===== config.mk =====
export PLATFORM = sky130hd
export DESIGN_NAME = fault_pgood_map
export DESIGN_NICKNAME = d
export VERILOG_FILES = /design/src/fault_pgood_pkg.sv /design/src/fault_zone_combine.sv /design/src/fault_pgood_map.sv
export SDC_FILE = /design/constraint.sdc
export NUM_CORES = 1
export LEC_CHECK = 0
export ABC_AREA = 1
export BUFFER_PORTS_ARGS = -buffer_cell sky130_fd_sc_hd__buf_2
export CORE_MARGIN = 2
export CORE_UTILIZATION = 50
export CTS_BUF_LIST = sky130_fd_sc_hd__clkbuf_8
export CTS_CLUSTER_DIAMETER = 80
export CTS_CLUSTER_SIZE = 14
export DETAILED_ROUTE_END_ITERATION = 10
export PLACE_DENSITY = 0.85
export SLEW_MARGIN = 15
export SYNTH_ARGS = -nofsm -noshare
export SYNTH_HDL_FRONTEND = slang
export SYNTH_SLANG_ARGS = --single-unit

===== constraint.sdc =====
create_clock -name i_sys_clk -period 1.7 [get_ports i_sys_clk]
set_input_delay 0.085 -clock i_sys_clk [delete_from_list [all_inputs] [get_ports i_sys_clk]]
set_output_delay 0.085 -clock i_sys_clk [all_outputs]
set_load 0.1 [all_outputs]

===== src/fault_pgood_pkg.sv =====
// Shared constants and carrier types for the fault-zone and power-good mapping block
package fault_pgood_pkg;

	// ---------------------------------------------------------------
	// Channel and zone layout
	// ---------------------------------------------------------------
	localparam int unsigned N_CHAN        = 8;
	localparam int unsigned N_ZONE_CHAN   = 4;
	localparam int unsigned ZONE0_LO      = 0;
	localparam int unsigned ZONE1_LO      = 4;
	localparam logic [7:0]  ODD_CHAN_MASK = 8'hAA;

	// ---------------------------------------------------------------
	// Command codes of the register port
	// ---------------------------------------------------------------
	localparam logic [7:0] CMD_ZONE0_PIN_A_PROP = 8'hD2;
	localparam logic [7:0] CMD_ZONE0_PIN_B_PROP = 8'hD3;
	localparam logic [7:0] CMD_ZONE1_PIN_A_PROP = 8'hD4;
	localparam logic [7:0] CMD_ZONE1_PIN_B_PROP = 8'hD5;
	localparam logic [7:0] CMD_PGOOD_SRC_MASK   = 8'hD6;
	localparam logic [7:0] CMD_PIN_STATUS       = 8'hD7;

	// ---------------------------------------------------------------
	// Field positions and widths
	// ---------------------------------------------------------------
	localparam int unsigned PROP_EN_BIT     = 0;
	localparam int unsigned PGOOD_WDOG_BIT  = 8;
	localparam int unsigned PGOOD_STORED_W  = 9;
	localparam int unsigned DATA_W          = 16;
	localparam int unsigned STAT_PGOOD_BIT  = 8;
	localparam int unsigned STAT_LEVEL_LO   = 4;
	localparam int unsigned STAT_DRIVE_LO   = 0;

	// ---------------------------------------------------------------
	// Reset values
	// ---------------------------------------------------------------
	localparam logic       PROP_EN_RESET    = 1'b0;
	localparam logic [8:0] PGOOD_MASK_RESET = 9'h000;

	// ---------------------------------------------------------------
	// Carriers
	// ---------------------------------------------------------------
	typedef struct packed {
		logic        wr;
		logic        rd;
		logic [7:0]  cmd;
		logic [15:0] wdata;
	} reg_req_t;

	typedef struct packed {
		logic        valid;
		logic        nack;
		logic [15:0] rdata;
	} reg_rsp_t;

	// Pin order: [0] zone0 pin a, [1] zone0 pin b, [2] zone1 pin a, [3] zone1 pin b
	typedef struct packed {
		logic [3:0] o;
		logic [3:0] oe;
	} fault_pins_t;

endpackage


===== src/fault_zone_combine.sv =====
// Per-zone combining of faulted-off channels onto the zone's two fault pins
`timescale 1ns/10ps

module fault_zone_combine #(
	parameter int unsigned N_ZONE_CHAN = 4
) (
	input  wire logic [N_ZONE_CHAN-1:0] i_faulted_off,
	input  wire logic                   i_pin_a_prop_en,
	input  wire logic                   i_pin_b_prop_en,
	output wire logic                   o_pull_pin_a,
	output wire logic                   o_pull_pin_b
);

	generate
		if (N_ZONE_CHAN < 1) begin : g_bad
			$error("fault_zone_combine needs at least one channel");
		end
	endgenerate

	wire logic any_faulted_off;

	// Only channels that faulted off count
	assign any_faulted_off = |i_faulted_off;

	assign o_pull_pin_a = any_faulted_off & i_pin_a_prop_en;
	assign o_pull_pin_b = any_faulted_off & i_pin_b_prop_en;

endmodule


===== src/fault_pgood_map.sv =====
// Fault-zone pin propagation and power-good mapping with its register set
//
// Notes on behaviour
// - Zone-0 pin b enable set: pull zone-0 pin b low on zone-0 fault.
// - Zone-0 pin b enable clear: faults leave zone-0 pin b alone.
// - Zone-1 pin a enable set pulls it low on fault; clear leaves it.
// - Zone-1 pin b enable set pulls it low on fault; clear leaves it.
// - Propagation registers ignore writes to bits 15..1 and read them as zero.
// - Zone-0 registers cover channels 0..3, zone-1 registers cover 4..7.
// - Each enabled channel's power-good status, bar odd channels in high-resolution mode, is a term of the power-good AND.
// - A disabled channel has no influence on power good.
// - Mask bit 8 set: watchdog not-expired status joins the AND.
// - Mask bit 8 clear: watchdog state does not affect power good.
// - Odd channels in high-resolution mode never join the AND.
// - Power-good mask bits 15..9 are read-only and read as zero.
// - Only faulted-off channels propagate, each to its own zone's pins.
// - Zone-0 pin a enable set pulls it low on fault; clear leaves it.
`timescale 1ns/10ps

module fault_pgood_map #(
	parameter int unsigned N_CHAN      = fault_pgood_pkg::N_CHAN,
	parameter int unsigned N_ZONE_CHAN = fault_pgood_pkg::N_ZONE_CHAN
) (
	input  wire logic                        i_sys_clk,
	input  wire logic                        i_arst_n,
	input  wire logic                        i_clk_en,
	input  wire fault_pgood_pkg::reg_req_t   i_reg_req,
	output      fault_pgood_pkg::reg_rsp_t   o_reg_rsp,
	input  wire logic [N_CHAN-1:0]           i_chan_faulted_off,
	input  wire logic [N_CHAN-1:0]           i_chan_pgood,
	input  wire logic [N_CHAN-1:0]           i_chan_high_res,
	input  wire logic                        i_wdog_expired,
	input  wire logic [3:0]                  i_fault_pin_level,
	output      fault_pgood_pkg::fault_pins_t o_fault_pins,
	output      logic                        o_pgood
);

	// ---------------------------------------------------------------
	// Parameter checks
	// ---------------------------------------------------------------
	generate
		if (N_CHAN != 2 * N_ZONE_CHAN || N_CHAN != fault_pgood_pkg::N_CHAN) begin : g_bad
			$error("fault_pgood_map serves exactly two zones of four channels");
		end
	endgenerate

	// ---------------------------------------------------------------
	// Reset release
	// ---------------------------------------------------------------
	logic rst_meta_r;
	logic rst_n_r;

	always_ff @(posedge i_sys_clk or negedge i_arst_n) begin
		if (!i_arst_n) begin
			rst_meta_r <= 1'b0;
			rst_n_r    <= 1'b0;
		end else begin
			rst_meta_r <= 1'b1;
			rst_n_r    <= rst_meta_r;
		end
	end

	// ---------------------------------------------------------------
	// Register state
	// ---------------------------------------------------------------
	logic                                         z0_pin_a_prop_en_r;
	logic                                         z0_pin_b_prop_en_r;
	logic                                         z1_pin_a_prop_en_r;
	logic                                         z1_pin_b_prop_en_r;
	logic [fault_pgood_pkg::PGOOD_STORED_W-1:0]   pgood_mask_r;
	logic [fault_pgood_pkg::PGOOD_STORED_W-1:0]   pgood_mask_nxt;
	logic [3:0]                                   pin_level_r;

	// ---------------------------------------------------------------
	// Command decode
	// ---------------------------------------------------------------
	wire logic hit_z0_a;
	wire logic hit_z0_b;
	wire logic hit_z1_a;
	wire logic hit_z1_b;
	wire logic hit_mask;
	wire logic hit_stat;
	wire logic hit_any;
	wire logic wr_en;
	wire logic new_prop_bit;

	assign hit_z0_a = i_reg_req.cmd == fault_pgood_pkg::CMD_ZONE0_PIN_A_PROP;
	assign hit_z0_b = i_reg_req.cmd == fault_pgood_pkg::CMD_ZONE0_PIN_B_PROP;
	assign hit_z1_a = i_reg_req.cmd == fault_pgood_pkg::CMD_ZONE1_PIN_A_PROP;
	assign hit_z1_b = i_reg_req.cmd == fault_pgood_pkg::CMD_ZONE1_PIN_B_PROP;
	assign hit_mask = i_reg_req.cmd == fault_pgood_pkg::CMD_PGOOD_SRC_MASK;
	assign hit_stat = i_reg_req.cmd == fault_pgood_pkg::CMD_PIN_STATUS;
	assign hit_any  = hit_z0_a | hit_z0_b | hit_z1_a | hit_z1_b | hit_mask | hit_stat;
	assign wr_en    = i_clk_en & i_reg_req.wr;

	// Only bit 0 is kept; upper bits of the 16-bit word are dropped
	assign new_prop_bit = i_reg_req.wdata[fault_pgood_pkg::PROP_EN_BIT];

	// Bits 15..9 never stored
	assign pgood_mask_nxt = i_reg_req.wdata[fault_pgood_pkg::PGOOD_STORED_W-1:0];

	// ---------------------------------------------------------------
	// Register writes
	// ---------------------------------------------------------------
	always_ff @(posedge i_sys_clk or negedge rst_n_r) begin
		if (!rst_n_r) begin
			z0_pin_a_prop_en_r <= fault_pgood_pkg::PROP_EN_RESET;
			z0_pin_b_prop_en_r <= fault_pgood_pkg::PROP_EN_RESET;
			z1_pin_a_prop_en_r <= fault_pgood_pkg::PROP_EN_RESET;
			z1_pin_b_prop_en_r <= fault_pgood_pkg::PROP_EN_RESET;
		end else if (wr_en) begin
			if (hit_z0_a) begin
				z0_pin_a_prop_en_r <= new_prop_bit;
			end
			if (hit_z0_b) begin
				z0_pin_b_prop_en_r <= new_prop_bit;
			end
			if (hit_z1_a) begin
				z1_pin_a_prop_en_r <= new_prop_bit;
			end
			if (hit_z1_b) begin
				z1_pin_b_prop_en_r <= new_prop_bit;
			end
		end
	end

	always_ff @(posedge i_sys_clk or negedge rst_n_r) begin
		if (!rst_n_r) begin
			pgood_mask_r <= fault_pgood_pkg::PGOOD_MASK_RESET;
		end else if (wr_en && hit_mask) begin
			pgood_mask_r <= pgood_mask_nxt;
		end
	end

	// ---------------------------------------------------------------
	// Fault-zone combining
	// ---------------------------------------------------------------
	wire logic [3:0] pull_low;

	// Zone 0 sees channels 0..3 only
	fault_zone_combine #(
		.N_ZONE_CHAN (N_ZONE_CHAN)
	) u_zone0 (
		.i_faulted_off   (i_chan_faulted_off[fault_pgood_pkg::ZONE0_LO +: N_ZONE_CHAN]),
		.i_pin_a_prop_en (z0_pin_a_prop_en_r),
		.i_pin_b_prop_en (z0_pin_b_prop_en_r),
		.o_pull_pin_a    (pull_low[0]),
		.o_pull_pin_b    (pull_low[1])
	);

	// Zone 1 sees channels 4..7 only
	fault_zone_combine #(
		.N_ZONE_CHAN (N_ZONE_CHAN)
	) u_zone1 (
		.i_faulted_off   (i_chan_faulted_off[fault_pgood_pkg::ZONE1_LO +: N_ZONE_CHAN]),
		.i_pin_a_prop_en (z1_pin_a_prop_en_r),
		.i_pin_b_prop_en (z1_pin_b_prop_en_r),
		.o_pull_pin_a    (pull_low[2]),
		.o_pull_pin_b    (pull_low[3])
	);

	// Enable clear means the pin is released, never pulled
	// ---------------------------------------------------------------
	// Open-drain fault pin drivers
	// ---------------------------------------------------------------
	always_ff @(posedge i_sys_clk or negedge rst_n_r) begin
		if (!rst_n_r) begin
			o_fault_pins.o  <= 4'h0;
			o_fault_pins.oe <= 4'h0;
		end else if (i_clk_en) begin
			o_fault_pins.o  <= 4'h0;
			o_fault_pins.oe <= pull_low;
		end
	end

	// ---------------------------------------------------------------
	// Power-good mapping
	// ---------------------------------------------------------------
	wire logic [N_CHAN-1:0] chan_term_en;
	wire logic [N_CHAN-1:0] chan_term_ok;
	wire logic              wdog_term_ok;
	wire logic              pgood_nxt;

	// High-res odd channels drop out whatever their enable
	assign chan_term_en = pgood_mask_r[N_CHAN-1:0]
		& ~(i_chan_high_res & fault_pgood_pkg::ODD_CHAN_MASK);

	// Disabled channels are forced true in the AND
	assign chan_term_ok = i_chan_pgood | ~chan_term_en;

	assign wdog_term_ok = ~pgood_mask_r[fault_pgood_pkg::PGOOD_WDOG_BIT]
		| ~i_wdog_expired;

	assign pgood_nxt = (&chan_term_ok) & wdog_term_ok;

	always_ff @(posedge i_sys_clk or negedge rst_n_r) begin
		if (!rst_n_r) begin
			o_pgood <= 1'b0;
		end else if (i_clk_en) begin
			o_pgood <= pgood_nxt;
		end
	end

	// ---------------------------------------------------------------
	// Pin level sampling
	// ---------------------------------------------------------------
	always_ff @(posedge i_sys_clk or negedge rst_n_r) begin
		if (!rst_n_r) begin
			pin_level_r <= 4'hF;
		end else if (i_clk_en) begin
			pin_level_r <= i_fault_pin_level;
		end
	end

	// ---------------------------------------------------------------
	// Read path
	// ---------------------------------------------------------------
	wire logic [15:0] rd_prop_z0_a;
	wire logic [15:0] rd_prop_z0_b;
	wire logic [15:0] rd_prop_z1_a;
	wire logic [15:0] rd_prop_z1_b;
	wire logic [15:0] rd_mask;
	wire logic [15:0] rd_stat;
	wire logic [15:0] rd_mux;

	// Reserved bits return zero
	assign rd_prop_z0_a = {15'h0000, z0_pin_a_prop_en_r};
	assign rd_prop_z0_b = {15'h0000, z0_pin_b_prop_en_r};
	assign rd_prop_z1_a = {15'h0000, z1_pin_a_prop_en_r};
	assign rd_prop_z1_b = {15'h0000, z1_pin_b_prop_en_r};
	assign rd_mask      = {7'h00, pgood_mask_r};
	assign rd_stat      = {7'h00, o_pgood, pin_level_r, o_fault_pins.oe};

	assign rd_mux = hit_z0_a ? rd_prop_z0_a :
		hit_z0_b ? rd_prop_z0_b :
		hit_z1_a ? rd_prop_z1_a :
		hit_z1_b ? rd_prop_z1_b :
		hit_mask ? rd_mask :
		hit_stat ? rd_stat : 16'h0000;

	wire logic access;
	wire logic bad_write;

	assign access    = i_clk_en & (i_reg_req.wr | i_reg_req.rd);
	assign bad_write = i_reg_req.wr & (hit_stat | ~hit_any);

	always_ff @(posedge i_sys_clk or negedge rst_n_r) begin
		if (!rst_n_r) begin
			o_reg_rsp <= '0;
		end else if (i_clk_en) begin
			o_reg_rsp.valid <= access;
			o_reg_rsp.nack  <= access & (~hit_any | bad_write);
			o_reg_rsp.rdata <= (access && i_reg_req.rd) ? rd_mux : 16'h0000;
		end
	end

endmodule


==> summary.md <==
| Metric | Value |
|---|---|
| CP bufs+invs | `1` |
| Clock network power share | `36.2%` |
| Unrepaired setup endpoints after global routing | `no` |
| First DRT Iteration DRCs | `103` |
| Logic pwr share | `18.4%` |
| Core Region | `0.00342 mm2` |
| Critical path startpoint category | `flop` |
| CP startpoint | `o_pgood` |
| Crit path largest cell delay | `0.44 ns` |
| I/O pin count | `85` |
| Kind of critical path | `flop to output pin` |
| Hold path depth | `3` |
| Multi-input logic area | `748 um2` |
| Lkg Pwr | `1.29 nW` |
| Synth top area cells | `dfrtp_1 43%, nand2_1 7.4%, dfstp_2 5.8%, inv_1 5.6%, buf_4 4.5%` |
| Fillers | `278` |
| R2R Path Start | `pgood_mask_r[7]` |
| Final Cycle Share | `70.7%` |
| DR WL/cell | `13.1 um` |
| Peak Freq | `0.833 GHz` |
| Final wirelength | `4170 um` |
| Pwr dens | `860 mW/mm2` |
| Synth Register Bits | `35` |
| Total track usage | `22.1%` |
| Detailed Routing Iterations Pass 1 | `4` |
| Worst min path class | `input port to flop` |
| Sum Neg Setup Slack | `0 ns` |
| Cell internal pwr | `0.00137 W` |
| Clock transition at path regs | `0.07 ns` |
| HPWL after DPL | `3190 um` |
| FF-to-FF End | `o_pgood` |
| Initial antenna violation count | `0` |
| Ant diodes | `0` |
| Layout Skew | `0.00498 ns` |
| Sequential fraction of the synthesis area | `48.3%` |
| Clk_lat worst skew | `0.28 ns` |
| Final nets | `330` |
| Global-route wire length before repair | `6970 um` |
| # Max-Cap Violations | `0` |
| Vias in the first global route | `1,572` |
| Row count | `21` |
| Status | `finished clean` |
| Starting Density | `53.4%` |
| DRT antenna net count | `0` |
| Die H | `64.4 um` |
| CP max-delay cell | `buf_2` |
| Area Growth Syn to Fin | `24.0%` |
| Reg2reg setup slack | `0.62 ns` |
| Yosys cell types | `35` |
| Area post-placement | `0.00214 mm2` |
| Synth Instances | `204` |
| WHS | `0.0237 ns` |
| FF/Latch Area | `881 um2` |
| Hold Path Sink | `pin_level_r[0]` |
| Finish-stage setup viols | `0` |
| Die area | `0.00414 mm2` |
| Worst path required time | `1.62 ns` |
| Setup Buffers After CTS | `0` |
| Hold_sp | `i_fault_pin_level[0]` |
| Total CTS buffers | `5` |
| Sequential share of power | `45.4%` |
| CP delay by family, top | `buffers and inverters` |
| Synthesized area | `0.00182 mm2` |
| Max clock buf depth | `2` |
| Final hold violations | `0` |
| Clock sink count | `35` |
| Layout cells sized above 1 | `34.8%` |
| Worst-path fanout max | `3` |
| CTS tree | `done` |
| Routed via count | `1,616` |
| Vias/cell | `5.07` |
| Worst Setup End Kind | `output pin` |
| Clk root buf | `clkbuf_8` |
| Die W | `64.4 um` |
| RD Place Congestion | `0.834` |
| # resized after CTS | `0` |
| R2R depth | `4` |
| Max-slew violations | `0` |
| Sw frac | `29.5%` |
| Net switching power | `0.000573 W` |
| Buffers added on ports | `62` |
| H-tree levels | `2` |
| Residual DRC | `0` |
| Cell taking the most area after synthesis | `dfrtp_1` |
| GRT overflow | `0` |
| Total power | `0.00195 W` |
| Post-synthesis average cell area | `8.94 um2` |
| YS warnings | `0` |
| Top cell type's share of synthesized area | `42.6%` |
| Min Tclk post-route | `1.20 ns` |
| Final instance area | `0.00226 mm2` |
| Largest net degree at the start of global routing | `34` |
| Post-layout util | `66.2%` |
| CP arrival | `1.12 ns` |
| VDD IR max | `0.493 mV` |
| CP cell instances | `buf_2` |
[Yosys cell counts, drive strengths merged]
library cell,count
o21ai,18
dfrtp,31
nand3,13
a211oi,1
dfstp,4
o32ai,1
or4,2
nor3b,2
inv,31
nand3b,1
buf,13
nand2,41
nor3,1
mux2,5
clkbuf,2
o31ai,1
a21oi,6
conb,2
clkinv,1
nand4,3
o22ai,5
a22o,8
nor2,12
[worst max path at each step]
| stage | to | slack, ns | depth (start not counted) |
|---|---|---|---|
| floorplan | o_reg_rsp[0] | 0.21 | 8 |
| global placement | pgood_mask_r[1] | 0.43 | 8 |
| detailed placement | pgood_mask_r[5] | 0.41 | 8 |
| CTS | o_pgood | 0.50 | 1 |
| global route | o_pgood | 0.46 | 1 |
| finish | o_pgood | 0.50 | 1 |
[power by group through the flow]
stage	Sequential, W	Clock (W)	Combinational (W)
after global placement	0.000896	0	0.000351
final	0.000883	0.000704	0.000359
after CTS	0.000882	0.000709	0.000360
after global routing	0.000885	0.000767	0.000385
after floorplan	0.000976	0	0.000200
after detailed placement	0.000897	0	0.000357
[sequential cells by signal, indices dropped and copies added, names as in the netlist]
| register | flops |
|---|---|
| o_reg_rsp | 11 |
| pgood_mask_r | 9 |
| o_fault_pins | 4 |
| pin_level_r | 4 |
| o_pgood | 1 |
| rst_meta_r | 1 |
| rst_n_r | 1 |
| z0_pin_a_prop_en_r | 1 |
| z0_pin_b_prop_en_r | 1 |
| z1_pin_a_prop_en_r | 1 |
| z1_pin_b_prop_en_r | 1 |
[placed cells by master (no fill, tap or decap), types with 5 or more instances in the layout]
master / instances
nand2_1: 36
o22ai_1: 5
a22o_1: 8
buf_2: 62
dfrtp_1: 31
nand3_1: 12
conb_1: 12
o21ai_0: 16
nor2_1: 9
inv_1: 29
clkbuf_8: 5
[cell type report]
cell class                      count  share of cell area (%)
Clock inverter                      3                    1.66
Sequential cell                    35                    39.0
Clock buffer                        5                    3.04
Inverter                           32                    5.53
Multi-Input combinational cell    132                    33.1
Tap cell                           46                    2.55
Timing Repair Buffer               66                    15.2
[per-stage QoR]
stage / std cells / setup slack, ns
2_1_floorplan: 214 / 0.211
4_1_cts: 319 / 0.496
5_1_grt: 319 / 0.458
6_report: 319 / 0.499
3_3_place_gp: 310 / 0.425
3_5_place_dp: 310 / 0.410
[layer usage]
layer	track usage (%)	vias up	wire [um]
met2	38.4	69	2140
met4	8.24	0	84
met3	5.63	11	308
met5	0	-	0
li1	-	786	-
met1	26.2	750	1640
[kinds of logic after synthesis]
| group | count (synthesis) | share of synthesized area, % |
|---|---|---|
| AOI/OAI and AO/OA | 40 | 13.9 |
| buffers and inverters | 47 | 12.7 |
| DFF | 35 | 48.3 |
| muxes | 5 | 3.91 |
| other | 2 | 0.412 |
| and+or+nand+nor | 75 | 20.8 |
[what timing repair did]
action / CTS / global route
hold endpoints to repair: 2 / 0
endpoints found under the setup margin: 0 / 0
hold buffers: 1 / 0
Power figures use the tool's default switching activity.
